**src/rtl/xba_pkg.sv**
```systemverilog
// Package of constants and carrier types for the master-to-target crossbar
// How it works
// - Different targets serve different masters concurrently
// - Collisions granted: engine, host port, core
// - Host port master never reaches peripherals
// - Memory serves three of four ports
// - Core data ports granted every cycle
// - System memory port carries one master
// - Host confined to core-set 64K page
// - Two engine channels run on different targets
// - Peripheral targets advance on peripheral clock tick
package xba_pkg;
   localparam int NUM_MST = 4;
   localparam int NUM_TGT = 3;
   // Master indices, lowest index wins
   localparam int M_DME0 = 0;
   localparam int M_DME1 = 1;
   localparam int M_HOST = 2;
   localparam int M_CORE = 3;
   // Target indices
   localparam logic [1:0] T_MEM = 2'h0;
   localparam logic [1:0] T_PERIPH = 2'h1;
   localparam logic [1:0] T_EXT = 2'h2;
   // Address decode on the top nibble
   localparam int REGION_HI = 31;
   localparam int REGION_LO = 28;
   localparam logic [3:0] REGION_MEM = 4'h1;
   localparam logic [3:0] REGION_PERIPH = 4'h4;
   // Host page window: upper half of address
   localparam int PAGE_HI = 31;
   localparam int PAGE_LO = 16;
   localparam logic [15:0] PAGE_RESET = 16'h0000;
   // Memory controller slots and port bits
   localparam logic [1:0] MEM_SLOTS = 2'h3;
   localparam int MP_CORE_A = 0;
   localparam int MP_CORE_B = 1;
   localparam int MP_FETCH = 2;
   localparam int MP_SYS = 3;

   typedef struct packed {
      logic valid;
      logic we;
      logic [31:0] addr;
      logic [31:0] wdata;
   } xba_req_t;

   typedef struct packed {
      logic valid;
      logic we;
      logic [31:0] addr;
      logic [31:0] wdata;
      logic [1:0] src;
   } xba_tgt_t;
endpackage

```
**src/rtl/xba_crossbar.sv**
```systemverilog
// Partially connected crossbar with per-target arbitration and memory port scheduling
`timescale 1ns/10ps
module xba_crossbar
   import xba_pkg::*;
(
   input wire logic clk_sys_i,
   input wire logic srst_i,
   input wire logic ce_i,
   input wire xba_req_t mst_req_i [NUM_MST],
   input wire logic periph_tick_i,
   input wire logic page_en_i,
   input wire logic core_page_wr_i,
   input wire logic [15:0] core_page_base_i,
   input wire logic core_da_req_i,
   input wire logic core_db_req_i,
   input wire logic fetch_req_i,
   output xba_tgt_t tgt_o [NUM_TGT],
   output logic [NUM_MST-1:0] ack_o,
   output logic host_err_o,
   output logic [3:0] mem_gnt_o,
   output logic [15:0] page_base_o
);
   logic [15:0] page_base;
   logic [1:0] tgt_sel [NUM_MST];
   logic [NUM_MST-1:0] legal;
   logic [NUM_MST-1:0] arb_req [NUM_TGT];
   logic [NUM_MST-1:0] arb_gnt [NUM_TGT];
   logic [NUM_MST-1:0] next_ack;
   logic host_block;
   logic sys_busy;
   logic [1:0] slots_used;

   function automatic logic [1:0] tgt_of(input logic [31:0] addr);
      if (addr[REGION_HI:REGION_LO] == REGION_MEM) begin
         return T_MEM;
      end else if (addr[REGION_HI:REGION_LO] == REGION_PERIPH) begin
         return T_PERIPH;
      end
      return T_EXT;
   endfunction

   // Host page window, written only from the core side
   always_ff @(posedge clk_sys_i) begin
      if (srst_i) begin
         page_base <= PAGE_RESET;
      end else if (ce_i && core_page_wr_i) begin
         page_base <= core_page_base_i;
      end
   end

   always_comb begin
      host_block = 1'b0;
      for (int m = 0; m < NUM_MST; m++) begin
         tgt_sel[m] = tgt_of(mst_req_i[m].addr);
         // A master just acked must drop its request first
         legal[m] = mst_req_i[m].valid && !ack_o[m];
         // Peripheral side only moves on its own clock tick
         if (tgt_sel[m] == T_PERIPH && !periph_tick_i) begin
            legal[m] = 1'b0;
         end
      end
      if (mst_req_i[M_HOST].valid && !ack_o[M_HOST]) begin
         if (tgt_sel[M_HOST] == T_PERIPH) begin
            host_block = 1'b1;
         end
         if (page_en_i && mst_req_i[M_HOST].addr[PAGE_HI:PAGE_LO] != page_base) begin
            host_block = 1'b1;
         end
      end
      if (host_block) begin
         legal[M_HOST] = 1'b0;
      end
   end

   // One arbiter per target, none sees another target's requests
   for (genvar t = 0; t < NUM_TGT; t++) begin : g_tgt
      always_comb begin
         for (int m = 0; m < NUM_MST; m++) begin
            arb_req[t][m] = legal[m] && (tgt_sel[m] == 2'(t));
         end
      end
      xba_fixed_arb u_arb (
         .req_i(arb_req[t]),
         .gnt_o(arb_gnt[t])
      );
   end

   // Engine channels on distinct targets both win in one cycle
   always_comb begin
      next_ack = '0;
      for (int t = 0; t < NUM_TGT; t++) begin
         next_ack = next_ack | arb_gnt[t];
      end
   end

   // Registered target requests
   always_ff @(posedge clk_sys_i) begin
      if (srst_i) begin
         for (int t = 0; t < NUM_TGT; t++) begin
            tgt_o[t] <= '0;
         end
      end else if (ce_i) begin
         for (int t = 0; t < NUM_TGT; t++) begin
            tgt_o[t] <= '0;
            for (int m = 0; m < NUM_MST; m++) begin
               if (arb_gnt[t][m]) begin
                  tgt_o[t].valid <= 1'b1;
                  tgt_o[t].we <= mst_req_i[m].we;
                  tgt_o[t].addr <= mst_req_i[m].addr;
                  tgt_o[t].wdata <= mst_req_i[m].wdata;
                  tgt_o[t].src <= 2'(m);
               end
            end
         end
      end
   end

   always_ff @(posedge clk_sys_i) begin
      if (srst_i) begin
         ack_o <= '0;
         host_err_o <= 1'b0;
      end else if (ce_i) begin
         ack_o <= next_ack;
         host_err_o <= host_block;
      end
   end

   // Memory controller: the memory-target grant is the system port
   assign sys_busy = arb_gnt[T_MEM] != '0;
   assign slots_used = 2'(core_da_req_i) + 2'(core_db_req_i) + 2'(sys_busy);

   always_ff @(posedge clk_sys_i) begin
      if (srst_i) begin
         mem_gnt_o <= '0;
      end else if (ce_i) begin
         // Core data never waits, so it stays single cycle
         mem_gnt_o[MP_CORE_A] <= core_da_req_i;
         mem_gnt_o[MP_CORE_B] <= core_db_req_i;
         mem_gnt_o[MP_SYS] <= sys_busy;
         // Fetch yields only when three others hold the slots
         mem_gnt_o[MP_FETCH] <= fetch_req_i && (slots_used < MEM_SLOTS);
      end
   end

   // Loaded from core_page_base_i alongside the internal copy so the output never lags the check
   always_ff @(posedge clk_sys_i) begin
      if (srst_i) begin
         page_base_o <= PAGE_RESET;
      end else if (ce_i && core_page_wr_i) begin
         page_base_o <= core_page_base_i;
      end
   end
endmodule

```
**src/rtl/xba_fixed_arb.sv**
```systemverilog
// Fixed-priority one-hot arbiter for a single target
`timescale 1ns/10ps
module xba_fixed_arb
   import xba_pkg::*;
(
   input wire logic [NUM_MST-1:0] req_i,
   output logic [NUM_MST-1:0] gnt_o
);
   always_comb begin
      gnt_o = '0;
      // Lowest index wins: engine channels, host port, then core
      for (int i = NUM_MST - 1; i >= 0; i--) begin
         if (req_i[i]) begin
            gnt_o = '0;
            gnt_o[i] = 1'b1;
         end
      end
   end
endmodule

```
**config.mk**
```make
export PLATFORM = sky130hd
export DESIGN_NAME = xba_crossbar
export DESIGN_NICKNAME = d
export VERILOG_FILES = /design/src/rtl/xba_pkg.sv /design/src/rtl/xba_crossbar.sv /design/src/rtl/xba_fixed_arb.sv
export SDC_FILE = /design/constraint.sdc
export NUM_CORES = 1
export LEC_CHECK = 0
export ABC_AREA = 0
export BUFFER_PORTS_ARGS = -buffer_cell sky130_fd_sc_hd__buf_2
export CORE_AREA = 8 8 193 195
export DETAILED_ROUTE_END_ITERATION = 8
export DIE_AREA = 0 0 201 203
export HOLD_SLACK_MARGIN = 0.02
export PLACE_DENSITY = 0.67
export SKIP_CTS_REPAIR_TIMING = 1
export SLEW_MARGIN = 15
export SYNTH_ARGS = -nofsm -noshare
export SYNTH_HDL_FRONTEND = slang
export SYNTH_SLANG_ARGS = --single-unit
```
**constraint.sdc**
```tcl
create_clock -name clk_sys_i -period 4.9 [get_ports clk_sys_i]
set_input_delay 0.245 -clock clk_sys_i [delete_from_list [all_inputs] [get_ports clk_sys_i]]
set_output_delay 0.245 -clock clk_sys_i [all_outputs]
set_load 0.005 [all_outputs]
```
After elaboration in Yosys (flattened, before gate mapping):

Index checks and enable logic that the tools add are counted.

* add/subtract/negate cells: 2
* $lt $le $gt $ge: 1
* equal/unequal tests: 17
* muxes and demuxes: 52
* bitwise gates (word level): 2
* reductions and logical operators: 33

Operators by type and width (count)
* 68-bit 2-to-1 mux: 12
* 4-bit 2-to-1 mux: 12
* 2-bit 2-to-1 mux: 12
* 1-bit logical AND: 23
* 4-bit by 1-bit equality test with 1-bit output, second input constant: 4
* 4-bit by 3-bit equality test with 1-bit output, second input constant: 4
* 1-bit 2-to-1 mux: 16
* 16-bit != test: 1
* 2-bit by 1-bit equality test with 1-bit output, second input constant: 4
* 2-bit equality test, second input constant: 4
* 2-bit zero test: 4
* 4-bit bitwise OR: 2
* 1-bit zero test: 5
* 4-bit nonzero test: 1
* 1-bit by 1-bit adder with 2-bit output: 1
* 2-bit by 1-bit adder with 2-bit output: 1
* 2-bit less-than comparator, second input constant: 1

* register bits: 229
* bits of input ports: 289
* output and inout port bits: 229

Logic depth before layout (Yosys ltp):

Gate-level depths: netlist of run 1.

* depth in word-level cells: 17
* mapped depth: 11
* depth with buffers taken out: 9

Hierarchy:

Synthesis of run 1 repeated with hierarchy kept, for this count alone.

* cells, all modules: 1780
* area, all modules: 14521.4 um2

By module, submodules not included
* xba_crossbar: instances 1, cells each 1768, area each 14405.1 um2, seq. area each 4584.4 um2
* xba_fixed_arb: instances 3, cells each 4, area each 38.8 um2, seq. area each 0.0 um2

Worst setup path before layout of run 1:

No wires, ideal clock.

* path type: flip-flop to flip-flop
* start: register ack_o[3]
* end: register tgt_o[142] (netlist bit)
* library setup time: 0.103 ns
* arrival time: 2.280 ns
* setup slack: 2.517 ns
* stages on the path, launching flop included: 9
* path through: dfxtp_1 > or4b_1 > nor3b_2 > or3b_1 > a21oi_4 > buf_6 > buf_6 > a311oi_1 > a2111oi_2

* longest elaborated chain between the ends: 9

RTL lines
* start, declared: RTL line xba_crossbar.sv:18 `output logic [NUM_MST-1:0] ack_o,`
* start signal, assigned: RTL line xba_crossbar.sv:123 `ack_o <= next_ack;`
* 1-bit zero test: RTL line xba_crossbar.sv:56 `legal[m] = mst_req_i[m].valid && !ack_o[m];`
* 1-bit logical AND: RTL line xba_crossbar.sv:56
* 1-bit 2-to-1 mux: RTL line xba_crossbar.sv:58 `if (tgt_sel[m] == T_PERIPH && !periph_tick_i) begin`
* 1-bit logical AND: RTL line xba_crossbar.sv:79 `arb_req[t][m] = legal[m] && (tgt_sel[m] == 2'(t));`
* 4-bit 2-to-1 mux (4 in a row): RTL line xba_fixed_arb.sv:13 `if (req_i[i]) begin`
* 68-bit 2-to-1 mux: RTL line xba_crossbar.sv:106 `if (arb_gnt[t][m]) begin`
* end, declared: RTL line xba_crossbar.sv:17 `output xba_tgt_t tgt_o [NUM_TGT],`

No other way between the ends.
A chain may end at the register's enable or synchronous reset.

Final worst setup path of run 1:

* start: register ack_o[1]
* end: register tgt_o[101] (netlist bit)

* longest elaborated chain between the ends: 10

RTL lines (RTL line)
* 1-bit zero test (*): xba_crossbar.sv:56
* 1-bit logical AND (*): xba_crossbar.sv:56
* 1-bit 2-to-1 mux (*): xba_crossbar.sv:58
* 1-bit logical AND (*): xba_crossbar.sv:79
* 4-bit 2-to-1 mux (*) (2 in a row): xba_fixed_arb.sv:13
* 68-bit 2-to-1 mux (3 in a row): xba_crossbar.sv:106
* 68-bit 2-to-1 mux (*): xba_crossbar.sv:106

Mark *: on every way between the ends. The rest lies on a longest branch, timed or not.

==> results summary, run 1 <==
Setup repair after global routing left no endpoint under its margin. The aggregate global routing overflow came out at 0. The top metal layer carrying routed signals is met5. The first global-routing pass estimated 96,100 um of wire. The initial antenna violation count is 6. The worst hold-check path type is primary input to register. For the pin with the worst max-slew slack, the measured transition is 1.07 ns. The maximum frequency from static timing analysis is 284 MHz. The reported max-cap violation count came out at 0.

The clock sink count came out at 229. The number of top-level design ports is 518. The later pin in the worst-skew pair is clocked with a latency of 0.56 ns. The primary flip-flop cell chosen by synthesis mapping is dfxtp_1. The area growth from synthesis to final layout is 33.7%. The total count of hold-check failures in the final report came out at 0. Of the synthesized area, sequential elements account for 0.339. The critical path launch point is ack_o[1]. The utilization after layout came out at 0.530. The sort of element at the end of the critical path is a register.

The number of nets in the layout is 2,430. The flow ran to the end, and the final reports show no timing, DRC or antenna violations. For this run, asynchronously set or reset flops after synthesis account for 0.

In this run the critical register-to-register path is captured at tgt_o[101]. The mean routed wirelength per cell is 24.6 um. The final HPWL from detailed placement is 43,000 um. In the detailed route, the total length drawn on met3 is 6480 um. For the worst setup path, the data required time is 5.37 ns. The number of different library cells in the post-synthesis netlist came out at 58. The top cell types in the final layout, fill and taps aside, are buf_2 (515), nand2_1 (340), dfxtp_1 (229). The synthesized area divided by synthesized cell count is 8.13 um^2. The core box area came out at 34,100 um^2. The total of flip-flops plus latches after synthesis is 229. The analysis attributes to cell leakage a power of 0.00752 uW. The total power divided by cell area is 290 nW/um^2. The number of global-route vias before repair came out at 15,900. Measured against its own limit, the worst slew margin works out to 0.286. Across every metal layer, demand over resource in global routing totals 0.289. The number of placed instances, taps included, is 2,482.

STA classifies the critical path startpoint as a register. For this block, the via count after detailed routing is 16,500. The final worst-path cycle share came out at 0.720. Setup violations remaining at the end of the flow were counted as 0.

For this configuration, the core starts out at a cell density of 0.396. The total met2 wirelength after detailed routing came out at 30,800 um. The signal arrival time at the worst endpoint is 4.00 ns. Entering global routing, the biggest net connects 134 pins. The synthesis warning total came out at 0. The root buffer cell chosen for the clock tree is clkbuf_16.

The worst vdd rail ir drop is 0.000254 V. The number of optimization iterations in the first detailed-route pass is 5. The clock transition at the registers of the reported paths is 0.06 ns. The count of input and output buffers is 517. The time the worst path needs with I/O delays and setup is 3.53 ns.

Of all cell types, the one taking the most synthesized area is dfxtp_1. After synthesis, the cell types taking the most area are dfxtp_1 (34%), a2111oi_2 (11%), nand2_1 (9.5%). The number of standard cells in the final layout excluding fillers is 2,623.

Counting every net in the synthesized netlist gives 1,953. For the final database, setup skew stands at 0.0239 ns. The setup TNS came out at 0 ns. The die boundary height is 203 um. TritonCTS built the clock tree. The width of the die came out at 201 um. Yosys mapped a number of flops with a built-in enable equal to 0.

The routed wire length is 64,400 um. The total standard cell area after synthesis came out at 13,500 um^2. The synthesized instance count came out at 1,663. In this run the worst path has a maximum fanout of 38.

The startpoint identified for the worst register-to-register timing path is ack_o[1]. The number of pins with negative max-slew slack in the final report is 0. The number of cells traversed by the worst hold path came out at 3. The final weighted congestion of routability-driven global placement is 0.881. The remaining routing DRC violations came out at 0. The startpoint of the worst hold path is mst_req_i[62]. The length in cells of the worst reg-to-reg path is 7. Leaving out fill and tap cells, the most frequent cell in the layout is buf_2. The maximum clock insertion buffer count is 3. The total die area came out at 40,800 um^2. In the final layout, the share of cells above drive strength 1 is 0.326. Of the post-synthesis cell area, the dominant cell type holds 0.339. The via density per instance is 6.28. The path with the worst hold slack has its endpoint at tgt_o[64]. For this block, wires on met1 add up to 24,600 um. The setup path with the least slack is of type register to register. The setup slack of the worst register-to-register path came out at 1.37 ns. The clock buffer count from CTS is 28. CTS built an H-tree with a depth of 1. The count of standard-cell rows is 68.

The DRC marker count from the first detailed-route iteration is 1,629. In this run the remaining antenna-violating nets after routing total 0.
how the worst max path moves through the flow:
stage	endpoint	slack, ns	depth (start not counted)
after floorplan	tgt_o[142]	2.52	8
after detailed placement	tgt_o[129]	1.35	8
final	tgt_o[101]	1.37	7
after global placement	tgt_o[101]	1.52	8
after global routing	tgt_o[101]	1.24	7
after CTS	tgt_o[70]	1.40	7
kinds of logic after synthesis:
group	synth area share
simple gates	0.178
xor+xnor	0.0130
compound gates	0.408
fa+ha+maj	0.00148
mux	0.00148
flops	0.339
buf+inv	0.0591
where the power goes:
part	internal, uW	switching, uW
registers	1950	69.1
clock network	1290	862
logic	439	620
total	3680	1550
synth_stat cells (all sizes together) (3+ instances only):
cell / count
a311oi: 50
inv: 3
and2: 11
clkbuf: 134
nand2: 341
nor2b: 6
nand4: 4
nand3: 4
buf: 48
nor3: 10
a31oi: 3
o21bai: 61
nand2b: 4
nor2: 212
a211oi: 26
o21ai: 17
o2111a: 49
a221oi: 61
xnor2: 19
a2111oi: 122
a21oi: 87
o22ai: 3
a32oi: 3
dfxtp: 229
a22oi: 123
per-layer routing:
metal | vias up | track usage
li1 | 7258 | -
met1 | 7839 | 0.358
met2 | 1192 | 0.475
met3 | 178 | 0.0649
met4 | 2 | 0.129
met5 | - | 0
sequential cells by signal (all words and copies together), names as in the netlist:
name,cells
page_base_o,16
tgt_o,204
mem_gnt_o,4
ack_o,4
host_err_o,1
final cells by class:
class | instances | area (um^2)
diodes | 6 | 15.0
multi-input cells | 1248 | 8210
inverters | 4 | 17.5
flip-flops and latches | 229 | 4580
fillers | 3190 | 16000
clock buffers | 45 | 855
clock inverters | 7 | 96.3
well taps | 455 | 569
repair buffers | 629 | 3730
per-stage QoR:
step	area, um^2	power (uW)	setup slack (ns)	hold slack [ns]
after floorplan	13500	2600	2.52	0.381
after global placement	16300	3030	1.52	0.434
after detailed placement	16300	3050	1.35	0.438
after CTS	17200	5200	1.40	-0.100
after global routing	18100	5430	1.24	0.0371
final	18100	5240	1.37	0.0272
critical path: stages (launching register included):
cell and delay, ns:
dfxtp_1 0.34, or4b_1 0.63, nor3_1 0.63, and2_2 0.98, buf_4 0.38, a221oi_1 0.12, o21bai_1 0.21, a21oi_1 0.16
Power figures use the tool's default switching activity.
==> run 2: changes to the inputs <==
--- a/config.mk
+++ b/config.mk
@@ -5,13 +5,13 @@
 export SDC_FILE = /design/constraint.sdc
 export NUM_CORES = 1
 export LEC_CHECK = 0
-export ABC_AREA = 0
+export ABC_AREA = 1
 export BUFFER_PORTS_ARGS = -buffer_cell sky130_fd_sc_hd__buf_2
-export CORE_AREA = 8 8 193 195
+export CORE_AREA = 8 8 197 199
 export DETAILED_ROUTE_END_ITERATION = 8
-export DIE_AREA = 0 0 201 203
+export DIE_AREA = 0 0 205 207
 export HOLD_SLACK_MARGIN = 0.02
-export PLACE_DENSITY = 0.67
+export PLACE_DENSITY = 0.69
 export SKIP_CTS_REPAIR_TIMING = 1
 export SLEW_MARGIN = 15
 export SYNTH_ARGS = -nofsm -noshare
==> constraint.sdc (replaced) <==
create_clock -name clk_sys_i -period 3.5 [get_ports clk_sys_i]
set_input_delay 0.175 -clock clk_sys_i [delete_from_list [all_inputs] [get_ports clk_sys_i]]
set_output_delay 0.175 -clock clk_sys_i [all_outputs]
set_load 0.005 [all_outputs]
==> results summary, run 2 <==
Result of the run: finished clean (unchanged). The primary flip-flop cell chosen by synthesis mapping is dfxtp_1 (unchanged). The setup slack after layout is 0.991 ns (was 1.37 ns). The number of top-level design ports is 518 (unchanged). The number of endpoints failing setup at the final stage came to 0 (unchanged). The remaining routing DRC violations came to 0 (unchanged). The launching element type of the critical path is a register (unchanged).

The pin count of the biggest net entering global routing came to 97 (was 134). The routed wire length came out at 69,900 um (was 64,400 um). The maximum frequency from static timing analysis came out at 399 MHz (was 284 MHz).

The aggregate global routing overflow came out at 0 (unchanged). The count of H-tree levels built during CTS came out at 1 (unchanged). The setup TNS was 0 ns (unchanged). The total of flip-flops plus latches after synthesis came to 229 (unchanged).

The initial antenna violation count was 13 (was 6). The length in cells of the worst reg-to-reg path came out at 14 (was 7). The synthesized area divided by synthesized cell count came out at 5.72 um^2 (was 8.13 um^2). The launch instance of the worst register-to-register path is page_base_o[14] (was ack_o[1]).

The mean routed wirelength per cell was 19.8 um (was 24.6 um). The clock latency reported for the late side of the worst-skew pair came out at 0.56 ns (about the same). The synthesized instance count is 2,604 (was 1,663). The number of nets with antenna violations after detailed routing came out at 0 (unchanged).

The via count is 19,100 (was 16,500). Leading cell types by total area after synthesis: dfxtp_1 (31%), nand2_1 (19%), inv_1 (14%) (was dfxtp_1 (34%), a2111oi_2 (11%), nand2_1 (9.5%)). The critical path launch point is page_base_o[14] (was ack_o[1]). The maximum clock insertion buffer count came out at 3 (unchanged).

The count of input and output buffers is 517 (unchanged). The total count of hold-check failures in the final report is 0 (unchanged). The share of post-route cells with drive strength above 1 came out at 0.205 (was 0.326).

The top-area cell type share of the netlist area was 0.308 (was 0.339). The area of the multi-input gates was 7540 um^2 (was 8210 um^2). The number of enable flip-flop cells after synthesis is 0 (unchanged). The cell chosen for the clock root is clkbuf_16 (unchanged).

The setup skew after layout was 0.0250 ns (was 0.0239 ns). The die boundary height came to 207 um (was 203 um). The clock sink count is 229 (unchanged). The initial cell density of the core is 0.415 (was 0.396).

Largest registers: tgt_o x204, page_base_o x16 (unchanged). The worst hold-check path type is primary input to register (unchanged). The worst slack after detailed placement is 0.853 ns (was 1.35 ns). The sequential standard cell area is 4580 um^2 (unchanged). The final worst-path cycle share was 0.717 (was 0.720). The total die area is 42,400 um^2 (was 40,800 um^2). The number of different library cells in the post-synthesis netlist is 31 (was 58). The total power divided by cell area is 384 nW/um^2 (was 290 nW/um^2). The total standard cell area after synthesis came out at 14,900 um^2 (was 13,500 um^2). The number of global-route vias before repair came out at 18,300 (was 15,900). The area growth from synthesis to final layout is 27.0% (was 33.7%).

The via density per instance came out at 5.42 (was 6.28). The commonest non-fill, non-tap cell in the layout is nand2_1 (was buf_2). The clock transition at the registers of the reported paths came out at 0.06 ns (about the same). Setup repair after global routing missed its margin: no (unchanged).

The final weighted congestion of routability-driven global placement is 0.950 (was 0.881). The core box area is 35,900 um^2 (was 34,100 um^2). The startpoint of the worst hold path is mst_req_i[56] (was mst_req_i[62]). The sort of element at the end of the critical path is a register (unchanged).

The signal arrival time at the worst endpoint is 2.89 ns (was 4.00 ns). The maximum net fanout on the critical path was 36 (was 38). The reported max-cap violation count is 0 (unchanged). The worst vdd rail ir drop came out at 0.000347 V (was 0.000254 V). The share of flip-flops with an asynchronous set or reset came out at 0 (unchanged). The final HPWL from detailed placement is 46,700 um (was 43,000 um). The critical path class was register to register (unchanged).

The DRC marker count from the first detailed-route iteration was 1,892 (was 1,629). The most frequent cell after synthesis is nand2_1 (unchanged). The data required time at the worst endpoint is 3.88 ns (was 5.37 ns). The width of the die came out at 205 um (was 201 um). The clock buffer count from CTS came out at 29 (was 28).

The count of filler cells inserted in the layout came to 3,746 (was 3,190). The TritonCTS clock tree is built (unchanged). The number of cells traversed by the worst hold path was 5 (was 3). The post-synth net total came out at 2,894 (was 1,953). The total routing usage reported by global routing is 0.309 (was 0.289). The transition time of the tightest slew-check pin came out at 1.05 ns (was 1.07 ns). The largest area contributor in the netlist is dfxtp_1 (unchanged).

The global-route wire length before repair is 106,000 um (was 96,100 um). The static leakage came out at 0.0106 uW (was 0.00752 uW). The synthesis warning total came out at 0 (unchanged). The count of standard-cell rows is 70 (was 68). The number of nets in the layout is 3,318 (was 2,430). Most used cells in the layout excluding fill and tap cells: nand2_1 (744), inv_1 (538), buf_2 (515) (was buf_2 (515), nand2_1 (340), dfxtp_1 (229)).

The time the worst path needs with I/O delays and setup is 2.51 ns (was 3.53 ns). The number of flip-flops under the largest register name was 204 (unchanged). The register ranked first by flip-flop count is tgt_o (unchanged). The number of pins with negative max-slew slack in the final report came out at 0 (unchanged). The sequential fraction of the synthesis area is 0.308 (was 0.339).

Most frequent cells after synthesis: nand2_1 (746), inv_1 (541), nand3_1 (383) (was nand2_1 (341), dfxtp_1 (229), nor2_1 (212)). The number of optimization iterations in the first detailed-route pass is 6 (was 5). The setup slack of the worst register-to-register path came out at 0.99 ns (was 1.37 ns). The headroom to the max-slew limit is 0.301 (was 0.286).
## run 2: cell families (layout without fill, tap and decap cells)
group | count (synthesis) | in the layout | share of synthesized area
buf+inv | 727 | 1173 | 0.189
compound gates | 431 | 431 | 0.156
flops | 229 | 229 | 0.308
simple gates | 1216 | 1216 | 0.345
fa+ha+maj | 1 | 1 | 0.00134
other cells | 0 | 12 | 0
## run 2: per-stage QoR
stage               instance area (um^2)  power [uW]  hold slack, ns  utilization  cells
floorplan                          14900        3550           0.310            -   2604
global placement                   17700        4160           0.425        0.493   3444
detailed placement                 17700        4180           0.425        0.493   3444
CTS                                18700        7280          -0.147        0.520   3497
global route                       18900        7540          0.0218        0.527   3530
finish                             18900        7260         0.00359        0.527   3530
## run 2: critical path, cell delays in order (launching register included)
cell and delay [ns]:
dfxtp_1 0.41, nand2_1 0.08, inv_1 0.07, nor2_1 0.04, nor2_1 0.11, nand2_1 0.06, nor2_1 0.10, nand2_1 0.07
nand2_2 0.12, nand4_1 0.20, nand2_2 0.48, buf_12 0.33, nand3_1 0.12, nand2_1 0.07, a21oi_1 0.06
## run 2: report_power, final
part           internal, uW  switching [uW]
combinational           490             897
clock                  1840            1250
sequential             2710            71.8
## run 2: worst paths after layout
check | endpoint
worst max-delay path | tgt_o[8]
worst min-delay path | tgt_o[126]
worst max register to register | tgt_o[8]
worst min register to register | tgt_o[130]
## run 2: cell type report
type                            instances  area share
Tap cell                              468      0.0309
Clock buffer                           37      0.0426
Multi-Input combinational cell       1648       0.399
Sequential cell                       229       0.242
Timing Repair Buffer                  574       0.166
Antenna cell                           12     0.00159
Clock inverter                         16     0.00906
Inverter                              546       0.109
## run 2: metal layers
metal	global-route usage	wire length (um)
met5	0	12
met4	0.160	3430
met3	0.0705	8180
met2	0.506	32300
met1	0.372	26000
